**src/core/tatf_defs.svh**
```systemverilog
// tatf_defs.svh: offsets, field positions, reset values, timing counts
// assumes: included by bare name from every design file that needs it
`ifndef TATF_DEFS_SVH
`define TATF_DEFS_SVH

// --------------------------------------------------------------------
// register offsets
// --------------------------------------------------------------------
`define TATF_ADDR_OFS_HIGH   16'hFE16
`define TATF_ADDR_OFS_LOW    16'hFE17
`define TATF_ADDR_GAIN       16'hFE18
`define TATF_ADDR_THRESH     16'hFE19
`define TATF_ADDR_STATUS     16'hFE1F

// --------------------------------------------------------------------
// field positions and reset values
// --------------------------------------------------------------------
`define TATF_OFS_MSB_BIT     0
`define TATF_OFS_NEG_BIT     1
`define TATF_GAIN_NEG_BIT    7
`define TATF_GAIN_MAG_HI     6
`define TATF_STATUS_FAULT    0
`define TATF_REG_RESET       8'h00
`define TATF_READ_UNMAPPED   8'h00

// --------------------------------------------------------------------
// datapath sizes and scaling
// --------------------------------------------------------------------
`define TATF_ADC_W           12
`define TATF_GAIN_SHIFT      10
`define TATF_ADC_MAX         12'hFFF

// --------------------------------------------------------------------
// timing: debounce time in ms, clock in Hz, derived cycle count
// --------------------------------------------------------------------
`define TATF_DEBOUNCE_MS     64'd100
`define TATF_CLOCK_HZ        64'd40000000
`define TATF_DEBOUNCE_CYCLES \
    ((`TATF_DEBOUNCE_MS * `TATF_CLOCK_HZ) / 64'd1000)

`endif

```
**src/core/tatf_pkg.sv**
```systemverilog
// tatf_pkg: types shared by the overtemperature readout block
// assumes: compiled before every other design file
package tatf_pkg;

    // debounce state, one-hot
    typedef enum logic [2:0] {
        TATF_DB_IDLE  = 3'h1,
        TATF_DB_COUNT = 3'h2,
        TATF_DB_FAULT = 3'h4
    } tatf_db_state_t;

    typedef logic [11:0] tatf_reading_t;

endpackage : tatf_pkg

```
**src/core/tatf_top.sv**
```systemverilog
// tatf_top: temperature reading trim and overtemperature fault flag
// assumes: register port, reading and unlock level come from logic
// on i_clock; the unlock source lives outside this block
//
// Operation
// [RQ1] writes to offset and gain trims are dropped unless unlocked.
// [RQ2] offset magnitude is high bit 0 above all eight low bits.
// [RQ3] high register bit 1 set makes the offset negative.
// [RQ4] every reading is offset-corrected before compare and report.
// [RQ5] gain register bits 6..0 give the gain correction magnitude.
// [RQ6] gain register bit 7 set makes the gain correction negative.
// [RQ7] the 8-bit threshold becomes 9 bits against reading bits 11..3.
// [RQ8] a reading below the threshold raises the fault condition.
// [RQ9] the condition must last 100 ms before the flag sets.
// [RQ10] one threshold step is 3.125 mV, 256 steps over 0 to 800 mV.
// [RQ11] software keeps threshold codes between 9.375 and 781.25 mV.
// [RQ12] the debounce count restarts when the condition drops early.
// [RQ13] the threshold gains a low zero; high trim spare bits store.
`include "tatf_defs.svh"

module tatf_top #(
    parameter int unsigned DEBOUNCE_CYCLES =
        int'(`TATF_DEBOUNCE_CYCLES)
) (
    // clock, reset, enable
    input  wire logic                    i_clock,
    input  wire logic                    i_reset,
    input  wire logic                    i_clock_enable,
    // register port
    input  wire logic                    i_reg_write,
    input  wire logic                    i_reg_read,
    input  wire logic [15:0]             i_reg_addr,
    input  wire logic [7:0]              i_reg_wdata,
    output logic [7:0]                   o_reg_rdata,
    output logic                         o_reg_rvalid,
    output logic                         o_write_refused,
    // trim write lock
    input  wire logic                    i_trim_unlock,
    // converter reading
    input  wire logic                    i_adc_valid,
    input  wire tatf_pkg::tatf_reading_t i_adc_data,
    // corrected reading and fault
    output logic                         o_temp_valid,
    output tatf_pkg::tatf_reading_t      o_temp_value,
    output logic                         o_overtemp_fault
);

    // ----------------------------------------------------------------
    // declarations
    // ----------------------------------------------------------------
    logic [7:0]              ofs_high_reg;
    logic [7:0]              ofs_low_reg;
    logic [7:0]              gain_reg;
    logic [7:0]              thresh_reg;
    logic                    hit_ofs_high;
    logic                    hit_ofs_low;
    logic                    hit_gain;
    logic                    hit_thresh;
    logic                    hit_status;
    logic                    trim_hit;
    logic                    trim_write_ok;
    logic [8:0]              offset_mag;
    logic [8:0]              thresh_9;
    logic                    corr_valid;
    tatf_pkg::tatf_reading_t corr_value;
    logic                    below_reg;
    logic                    seen_reg;
    logic                    fault_flag;
    logic [7:0]              rdata_next;

    // ----------------------------------------------------------------
    // address decode
    // ----------------------------------------------------------------
    assign hit_ofs_high = (i_reg_addr == `TATF_ADDR_OFS_HIGH);
    assign hit_ofs_low  = (i_reg_addr == `TATF_ADDR_OFS_LOW);
    assign hit_gain     = (i_reg_addr == `TATF_ADDR_GAIN);
    assign hit_thresh   = (i_reg_addr == `TATF_ADDR_THRESH);
    assign hit_status   = (i_reg_addr == `TATF_ADDR_STATUS);

    // trim registers only accept writes while the lock is released
    assign trim_hit      = hit_ofs_high | hit_ofs_low | hit_gain;
    assign trim_write_ok = i_reg_write & trim_hit & i_trim_unlock; // RQ1

    // ----------------------------------------------------------------
    // offset trim, high part
    // ----------------------------------------------------------------
    // spare bits 7..2 hold what was written
    always_ff @(posedge i_clock) begin
        if (i_reset) begin
            ofs_high_reg <= `TATF_REG_RESET;
        end else if (i_clock_enable) begin
            if (trim_write_ok && hit_ofs_high) begin // RQ1
                ofs_high_reg <= i_reg_wdata; // RQ13
            end
        end
    end

    // ----------------------------------------------------------------
    // offset trim, low part
    // ----------------------------------------------------------------
    always_ff @(posedge i_clock) begin
        if (i_reset) begin
            ofs_low_reg <= `TATF_REG_RESET;
        end else if (i_clock_enable) begin
            if (trim_write_ok && hit_ofs_low) begin // RQ1
                ofs_low_reg <= i_reg_wdata;
            end
        end
    end

    // ----------------------------------------------------------------
    // gain trim
    // ----------------------------------------------------------------
    always_ff @(posedge i_clock) begin
        if (i_reset) begin
            gain_reg <= `TATF_REG_RESET;
        end else if (i_clock_enable) begin
            if (trim_write_ok && hit_gain) begin // RQ1
                gain_reg <= i_reg_wdata;
            end
        end
    end

    // ----------------------------------------------------------------
    // fault threshold, not locked
    // ----------------------------------------------------------------
    // each code step stands for 3.125 mV of sensed voltage
    always_ff @(posedge i_clock) begin
        if (i_reset) begin
            thresh_reg <= `TATF_REG_RESET;
        end else if (i_clock_enable) begin
            if (i_reg_write && hit_thresh) begin // RQ10
                thresh_reg <= i_reg_wdata;
            end
        end
    end

    // ----------------------------------------------------------------
    // refused write indication
    // ----------------------------------------------------------------
    // one-cycle pulse when a trim write is dropped by the lock
    always_ff @(posedge i_clock) begin
        if (i_reset) begin
            o_write_refused <= 1'b0;
        end else if (i_clock_enable) begin
            o_write_refused <= i_reg_write & trim_hit
                               & ~i_trim_unlock; // RQ1
        end
    end

    // ----------------------------------------------------------------
    // read path
    // ----------------------------------------------------------------
    always_comb begin
        rdata_next = `TATF_READ_UNMAPPED;
        if (hit_ofs_high) begin
            rdata_next = ofs_high_reg; // RQ13
        end else if (hit_ofs_low) begin
            rdata_next = ofs_low_reg;
        end else if (hit_gain) begin
            rdata_next = gain_reg;
        end else if (hit_thresh) begin
            rdata_next = thresh_reg;
        end else if (hit_status) begin
            rdata_next[`TATF_STATUS_FAULT] = fault_flag;
        end
    end

    always_ff @(posedge i_clock) begin
        if (i_reset) begin
            o_reg_rdata  <= 8'h00;
            o_reg_rvalid <= 1'b0;
        end else if (i_clock_enable) begin
            o_reg_rvalid <= i_reg_read;
            if (i_reg_read) begin
                o_reg_rdata <= rdata_next;
            end
        end
    end

    // ----------------------------------------------------------------
    // trim field assembly
    // ----------------------------------------------------------------
    assign offset_mag = {ofs_high_reg[`TATF_OFS_MSB_BIT],
                         ofs_low_reg}; // RQ2

    // ----------------------------------------------------------------
    // reading correction
    // ----------------------------------------------------------------
    tatf_trim u_trim (
        .i_clock        (i_clock),
        .i_reset        (i_reset),
        .i_clock_enable (i_clock_enable),
        .i_raw_valid    (i_adc_valid),
        .i_raw          (i_adc_data),
        .i_offset_mag   (offset_mag),
        .i_offset_neg   (ofs_high_reg[`TATF_OFS_NEG_BIT]),
        .i_gain_mag     (gain_reg[`TATF_GAIN_MAG_HI:0]),
        .i_gain_neg     (gain_reg[`TATF_GAIN_NEG_BIT]),
        .o_valid        (corr_valid),
        .o_value        (corr_value)
    );

    // ----------------------------------------------------------------
    // corrected reading report
    // ----------------------------------------------------------------
    always_ff @(posedge i_clock) begin
        if (i_reset) begin
            o_temp_valid <= 1'b0;
            o_temp_value <= 12'h000;
        end else if (i_clock_enable) begin
            o_temp_valid <= corr_valid;
            if (corr_valid) begin
                o_temp_value <= corr_value; // RQ4
            end
        end
    end

    // ----------------------------------------------------------------
    // threshold compare
    // ----------------------------------------------------------------
    // low zero appended below the 8-bit field
    assign thresh_9 = {thresh_reg, 1'b0}; // RQ13

    // compare only once a corrected reading exists
    always_ff @(posedge i_clock) begin
        if (i_reset) begin
            seen_reg <= 1'b0;
        end else if (i_clock_enable) begin
            if (corr_valid) begin
                seen_reg <= 1'b1;
            end
        end
    end

    always_ff @(posedge i_clock) begin
        if (i_reset) begin
            below_reg <= 1'b0;
        end else if (i_clock_enable) begin
            below_reg <= seen_reg &&
                         (o_temp_value[11:3] < thresh_9); // RQ7 RQ8
        end
    end

    // ----------------------------------------------------------------
    // fault debounce
    // ----------------------------------------------------------------
    tatf_debounce #(
        .CYCLES (DEBOUNCE_CYCLES)
    ) u_debounce (
        .i_clock        (i_clock),
        .i_reset        (i_reset),
        .i_clock_enable (i_clock_enable),
        .i_condition    (below_reg),
        .o_flag         (fault_flag)
    );

    // ----------------------------------------------------------------
    // fault output
    // ----------------------------------------------------------------
    always_ff @(posedge i_clock) begin
        if (i_reset) begin
            o_overtemp_fault <= 1'b0;
        end else if (i_clock_enable) begin
            o_overtemp_fault <= fault_flag; // RQ9
        end
    end

endmodule : tatf_top

```
**src/core/tatf_trim.sv**
```systemverilog
// tatf_trim: gain and offset correction of one converter reading
// assumes: reading and trims come from logic on the same clock
`include "tatf_defs.svh"

module tatf_trim (
    // clock and reset
    input  wire logic                  i_clock,
    input  wire logic                  i_reset,
    input  wire logic                  i_clock_enable,
    // raw reading
    input  wire logic                  i_raw_valid,
    input  wire tatf_pkg::tatf_reading_t i_raw,
    // trims
    input  wire logic [8:0]            i_offset_mag,
    input  wire logic                  i_offset_neg,
    input  wire logic [6:0]            i_gain_mag,
    input  wire logic                  i_gain_neg,
    // corrected reading
    output logic                       o_valid,
    output tatf_pkg::tatf_reading_t    o_value
);

    logic [18:0]        gain_product;
    logic signed [15:0] gain_adj;
    logic signed [15:0] offset_adj;
    logic signed [15:0] sum;
    tatf_pkg::tatf_reading_t value_next;

    // ----------------------------------------------------------------
    // correction arithmetic
    // ----------------------------------------------------------------
    always_comb begin
        gain_product = i_raw * i_gain_mag;
        gain_adj = {7'h00, gain_product[18:`TATF_GAIN_SHIFT]};
        if (i_gain_neg) begin // RQ6
            gain_adj = -gain_adj;
        end
        offset_adj = {7'h00, i_offset_mag}; // RQ2
        if (i_offset_neg) begin // RQ3
            offset_adj = -offset_adj;
        end
        sum = $signed({4'h0, i_raw}) + gain_adj + offset_adj; // RQ4 RQ5
        if (sum < 16'sh0000) begin
            value_next = 12'h000;
        end else if (sum > $signed({4'h0, `TATF_ADC_MAX})) begin
            value_next = `TATF_ADC_MAX;
        end else begin
            value_next = sum[11:0];
        end
    end

    // ----------------------------------------------------------------
    // output stage
    // ----------------------------------------------------------------
    always_ff @(posedge i_clock) begin
        if (i_reset) begin
            o_valid <= 1'b0;
            o_value <= 12'h000;
        end else if (i_clock_enable) begin
            o_valid <= i_raw_valid;
            if (i_raw_valid) begin
                o_value <= value_next;
            end
        end
    end

endmodule : tatf_trim

```
**src/core/tatf_debounce.sv**
```systemverilog
// tatf_debounce: holds a fault flag back until its cause has lasted
// assumes: condition is a registered level on the same clock
`include "tatf_defs.svh"

module tatf_debounce #(
    parameter int unsigned CYCLES = 32'd4000000
) (
    // clock and reset
    input  wire logic i_clock,
    input  wire logic i_reset,
    input  wire logic i_clock_enable,
    // condition and flag
    input  wire logic i_condition,
    output logic      o_flag
);

    tatf_pkg::tatf_db_state_t state_reg;
    logic [31:0]              count_reg;

    // ----------------------------------------------------------------
    // state and counter
    // ----------------------------------------------------------------
    always_ff @(posedge i_clock) begin
        if (i_reset) begin
            state_reg <= tatf_pkg::TATF_DB_IDLE;
            count_reg <= 32'h0000_0000;
            o_flag    <= 1'b0;
        end else if (i_clock_enable) begin
            unique case (state_reg)
                tatf_pkg::TATF_DB_IDLE: begin
                    if (i_condition) begin
                        state_reg <= tatf_pkg::TATF_DB_COUNT;
                        count_reg <= 32'h0000_0001;
                    end
                end
                tatf_pkg::TATF_DB_COUNT: begin
                    if (!i_condition) begin // RQ12
                        state_reg <= tatf_pkg::TATF_DB_IDLE;
                        count_reg <= 32'h0000_0000;
                    end else if (count_reg >= CYCLES - 32'd1) begin // RQ9
                        state_reg <= tatf_pkg::TATF_DB_FAULT;
                        o_flag    <= 1'b1;
                    end else begin
                        count_reg <= count_reg + 32'h0000_0001;
                    end
                end
                tatf_pkg::TATF_DB_FAULT: begin
                    if (!i_condition) begin
                        state_reg <= tatf_pkg::TATF_DB_IDLE;
                        count_reg <= 32'h0000_0000;
                        o_flag    <= 1'b0;
                    end
                end
                default: begin
                    state_reg <= tatf_pkg::TATF_DB_IDLE;
                    count_reg <= 32'h0000_0000;
                    o_flag    <= 1'b0;
                end
            endcase
        end
    end

endmodule : tatf_debounce

```
**config.mk**
```make
export PLATFORM = sky130hd
export DESIGN_NAME = tatf_top
export DESIGN_NICKNAME = d
export VERILOG_FILES = /design/src/core/tatf_pkg.sv /design/src/core/tatf_top.sv /design/src/core/tatf_trim.sv /design/src/core/tatf_debounce.sv
export VERILOG_INCLUDE_DIRS = /design/src /design/src/core
export SDC_FILE = /design/constraint.sdc
export NUM_CORES = 1
export LEC_CHECK = 0
export ABC_AREA = 1
export BUFFER_PORTS_ARGS = -buffer_cell sky130_fd_sc_hd__buf_2
export CORE_ASPECT_RATIO = 0.8
export CORE_UTILIZATION = 60
export CTS_CLUSTER_SIZE = 20
export DETAILED_ROUTE_END_ITERATION = 16
export PLACE_DENSITY = 0.79
export SETUP_SLACK_MARGIN = 0.05
export SLEW_MARGIN = 10
export SYNTH_ARGS = -nofsm -noshare
export SYNTH_HDL_FRONTEND = slang
export SYNTH_SLANG_ARGS = --single-unit
```
**constraint.sdc**
```tcl
create_clock -name i_clock -period 8.95 [get_ports i_clock]
set_input_delay 0.895 -clock i_clock [delete_from_list [all_inputs] [get_ports i_clock]]
set_output_delay 0.895 -clock i_clock [all_outputs]
set_load 0.05 [all_outputs]
```
==> summary.md <==
| Metric | Value |
|---|---|
| DRC viols | 0 |
| Die W | 139 µm |
| Hold_buf cts | 0 |
| Synth Register Bits | 107 |
| Power share of the combinational group | 10.0% |
| Total grt overflow | 0 |
| Hold WS | 0.445 ns |
| Critical Path End Type | flop |
| DRT Wirelength | 23.1 mm |
| Slew HR | 48.0% |
| Starting DRC count in detailed routing | 944 |
| Async SR Flop Fraction | 0% |
| Clock latency on the worst-skew pair | 0.36 ns |
| Placed Cells | 1529 |
| Setup-failing EPs final | 0 |
| Switch Pwr | 263 µW |
| Most numerous cell in the Yosys netlist | inv_1 |
| CP arrival | 8.08 ns |
| Yosys warning count | 0 |
| Gr usage total | 31.4% |
| Largest stage delay, worst path | 0.74 ns |
| CP required | 9.16 ns |
| Int Pwr | 739 µW |
| CTS H-tree depth | 3 |
| Pwr/cell area | 102 nW/µm² |
| Inserted Clock Buffers | 9 |
| Most frequent cell on the critical path | fa_1 |
| Die height | 112 µm |
| Switching share of power | 26.2% |
| Post-synthesis cell type count | 47 |
| Largest net degree at the start of global routing | 66 |
| Main flop type after synthesis | dfxtp_1 |
| First-pass DRT Iterations | 6 |
| Crit Path Class | flop to flop |
| Initial antenna violation count | 0 |
| Worst-margin pin slew | 0.773 ns |
| Worst setup SP type | flop |
| Mapped Cells | 1315 |
| Tcrit/Tclk final | 88.0% |
| Peak supply drop | 107 µV |
| Area leader, netlist | dfxtp_1 |
| Ant diodes | 0 |
| Port Buffer Count | 66 |
| Status | complete, no violations |
| Row count | 39 |
| Static Leak | 0.00530 µW |
| Initial core utilization | 62.6% |
| Cell area after synthesis | 9070 µm² |
| Max Transition Viols Final | 0 |
| P&R area growth vs syn | 7.96% |
| Core area | 14500 µm² |
| Syn avg cell area | 6.90 µm² |
| Count of flip-flops with a built-in enable after synthesis | 0 |
| RePlAce Congestion | 0.945 |
| Post-CTS resize count | 0 |
| Seq/Total Area, Yosys | 23.6% |
| DR vias | 8464 |
| Seq pwr share | 48.9% |
| Nets | 1522 |
| Core Util, Final | 67.5% |
| Post-CTS Repair Setup Buffers | 0 |
| Fmax | 127 MHz |
| CTS root buffer | clkbuf_16 |
| First-pass GRT wire length | 38.9 mm |
| Reg clk slew, reported paths | 0.08 ns |
| Tmin final | 7.88 ns |
| Post-DRT Antenna Nets | 0 |
| Synth top cells by count | 288 x inv_1, 284 x nand2_1, 122 x nor2_1, 107 x dfxtp_1, 88 x a21oi_1 |
| Endpoints failing hold | 0 |
| RSZ-0062 raised after global routing | no |
| Vias per inst | 5.48 |
| Max Cap Viol | 0 |
| Max FFs per register | 32 |
| Setup Skew | 0.0107 ns |
| Share of cells above drive strength 1 | 8.38% |
| Clock Tree Buf Depth | 2 |
| CTS tree | yes |
| Number of global-route vias before repair | 7731 |
| Clock power share | 41.1% |
| Die area | 15600 µm² |
| Area fraction of the dominant cell type after synthesis | 23.6% |
| Hold Crit Class | flop to flop |
| Worst path slowest cell | dfxtp_1 |
| Tot Pwr | 1000 µW |
| HPWL after DPL | 18.5 mm |
| Crit-path max FO | 13 |
| Finished Layout Cells | 1545 |
| # IOs | 67 |
| Fin Setup TNS | 0 ns |
| Synth area leaders | dfxtp_1 24%, fa_1 13%, inv_1 12% |
| Clk sink count | 107 |
| Wire length per cell | 15.0 µm |
| Post-Syn Nets | 1481 |
-- metal layers --
| metal | up-vias | track usage, % | routed length (µm) | part of all wire [%] |
|---|---|---|---|---|
| met5 | - | 0 | 0 | 0 |
| met4 | 0 | 6.07 | 306 | 1.3 |
| met3 | 27 | 6.49 | 2010 | 8.7 |
| met2 | 325 | 44.1 | 9480 | 41 |
| met1 | 3920 | 48.9 | 11300 | 49 |
| li1 | 4192 | - | - | - |
-- final timing paths --
kind	depth (start not counted)	start	slack [ns]	endpoint
worst min-delay path	2	u_debounce.count_reg[22]	0.45	u_debounce.count_reg[22]
worst max-delay path	30	gain_reg[4]	1.07	u_trim.o_value[1]
worst min register to register	2	u_debounce.count_reg[22]	0.45	u_debounce.count_reg[22]
worst max register to register	30	gain_reg[4]	1.07	u_trim.o_value[1]
-- power groups by stage --
| stage | sequential (µW) | clock [µW] | combinational [µW] |
|---|---|---|---|
| floorplan | 509 | 0 | 54.3 |
| global placement | 501 | 0 | 96.6 |
| detailed placement | 501 | 0 | 98.0 |
| CTS | 490 | 414 | 98.6 |
| global route | 491 | 434 | 111 |
| finish | 490 | 412 | 100 |
-- stage by stage --
stage	instance area (µm²)	setup WS [ns]
after floorplan	9070	1.71
after global placement	9480	0.898
after detailed placement	9480	0.815
after CTS	9790	1.12
after global routing	9790	0.440
final	9790	1.07
-- layout make-up --
cell class | instances | area [µm²]
fill | 1235 | 4700
inverter | 291 | 1090
timing repair buffer | 69 | 353
clock buffer | 10 | 239
clock inverter | 6 | 71.3
sequential | 107 | 2140
multi-input combinational | 878 | 5660
tap | 184 | 230
-- worst max-delay path, delay by kind of cell, from the launching register on --
kind,cells,cell delay (ns)
simple gates,10,1.45
fa+ha+maj,7,3.20
compound gates,7,1.80
flops,1,0.74
xor+xnor,1,0.17
buf+inv,5,0.35
-- layout by cell type, fill, tap and decap left out, drive strengths merged --
cell type,count
o22ai,7
nand2,297
a221oi,2
inv,293
o21a,1
xor2,20
a21boi,2
xnor2,6
o21ai,48
nor3b,3
dfxtp,107
o21bai,2
o211ai,14
ha,62
a2bb2oi,1
o221ai,1
nand3,47
a22oi,1
clkbuf,10
o31ai,7
nor3,25
clkinv,2
a2111oi,1
clkinvlp,1
a21o,2
fa,61
nand4,14
a21oi,89
nor2,126
buf,69
nor4,12
bufinv,1
nand3b,2
a211oi,25
-- kinds of logic after synthesis --
group           after synthesis  synth area share, %
buf+inv                     330                 13.9
xor+xnor                     26                 2.51
fa+ha+maj                   123                 22.0
compound gates              203                 13.3
simple gates                526                 24.6
flops                       107                 23.6
No activity file was read; power rests on OpenSTA's default activity.
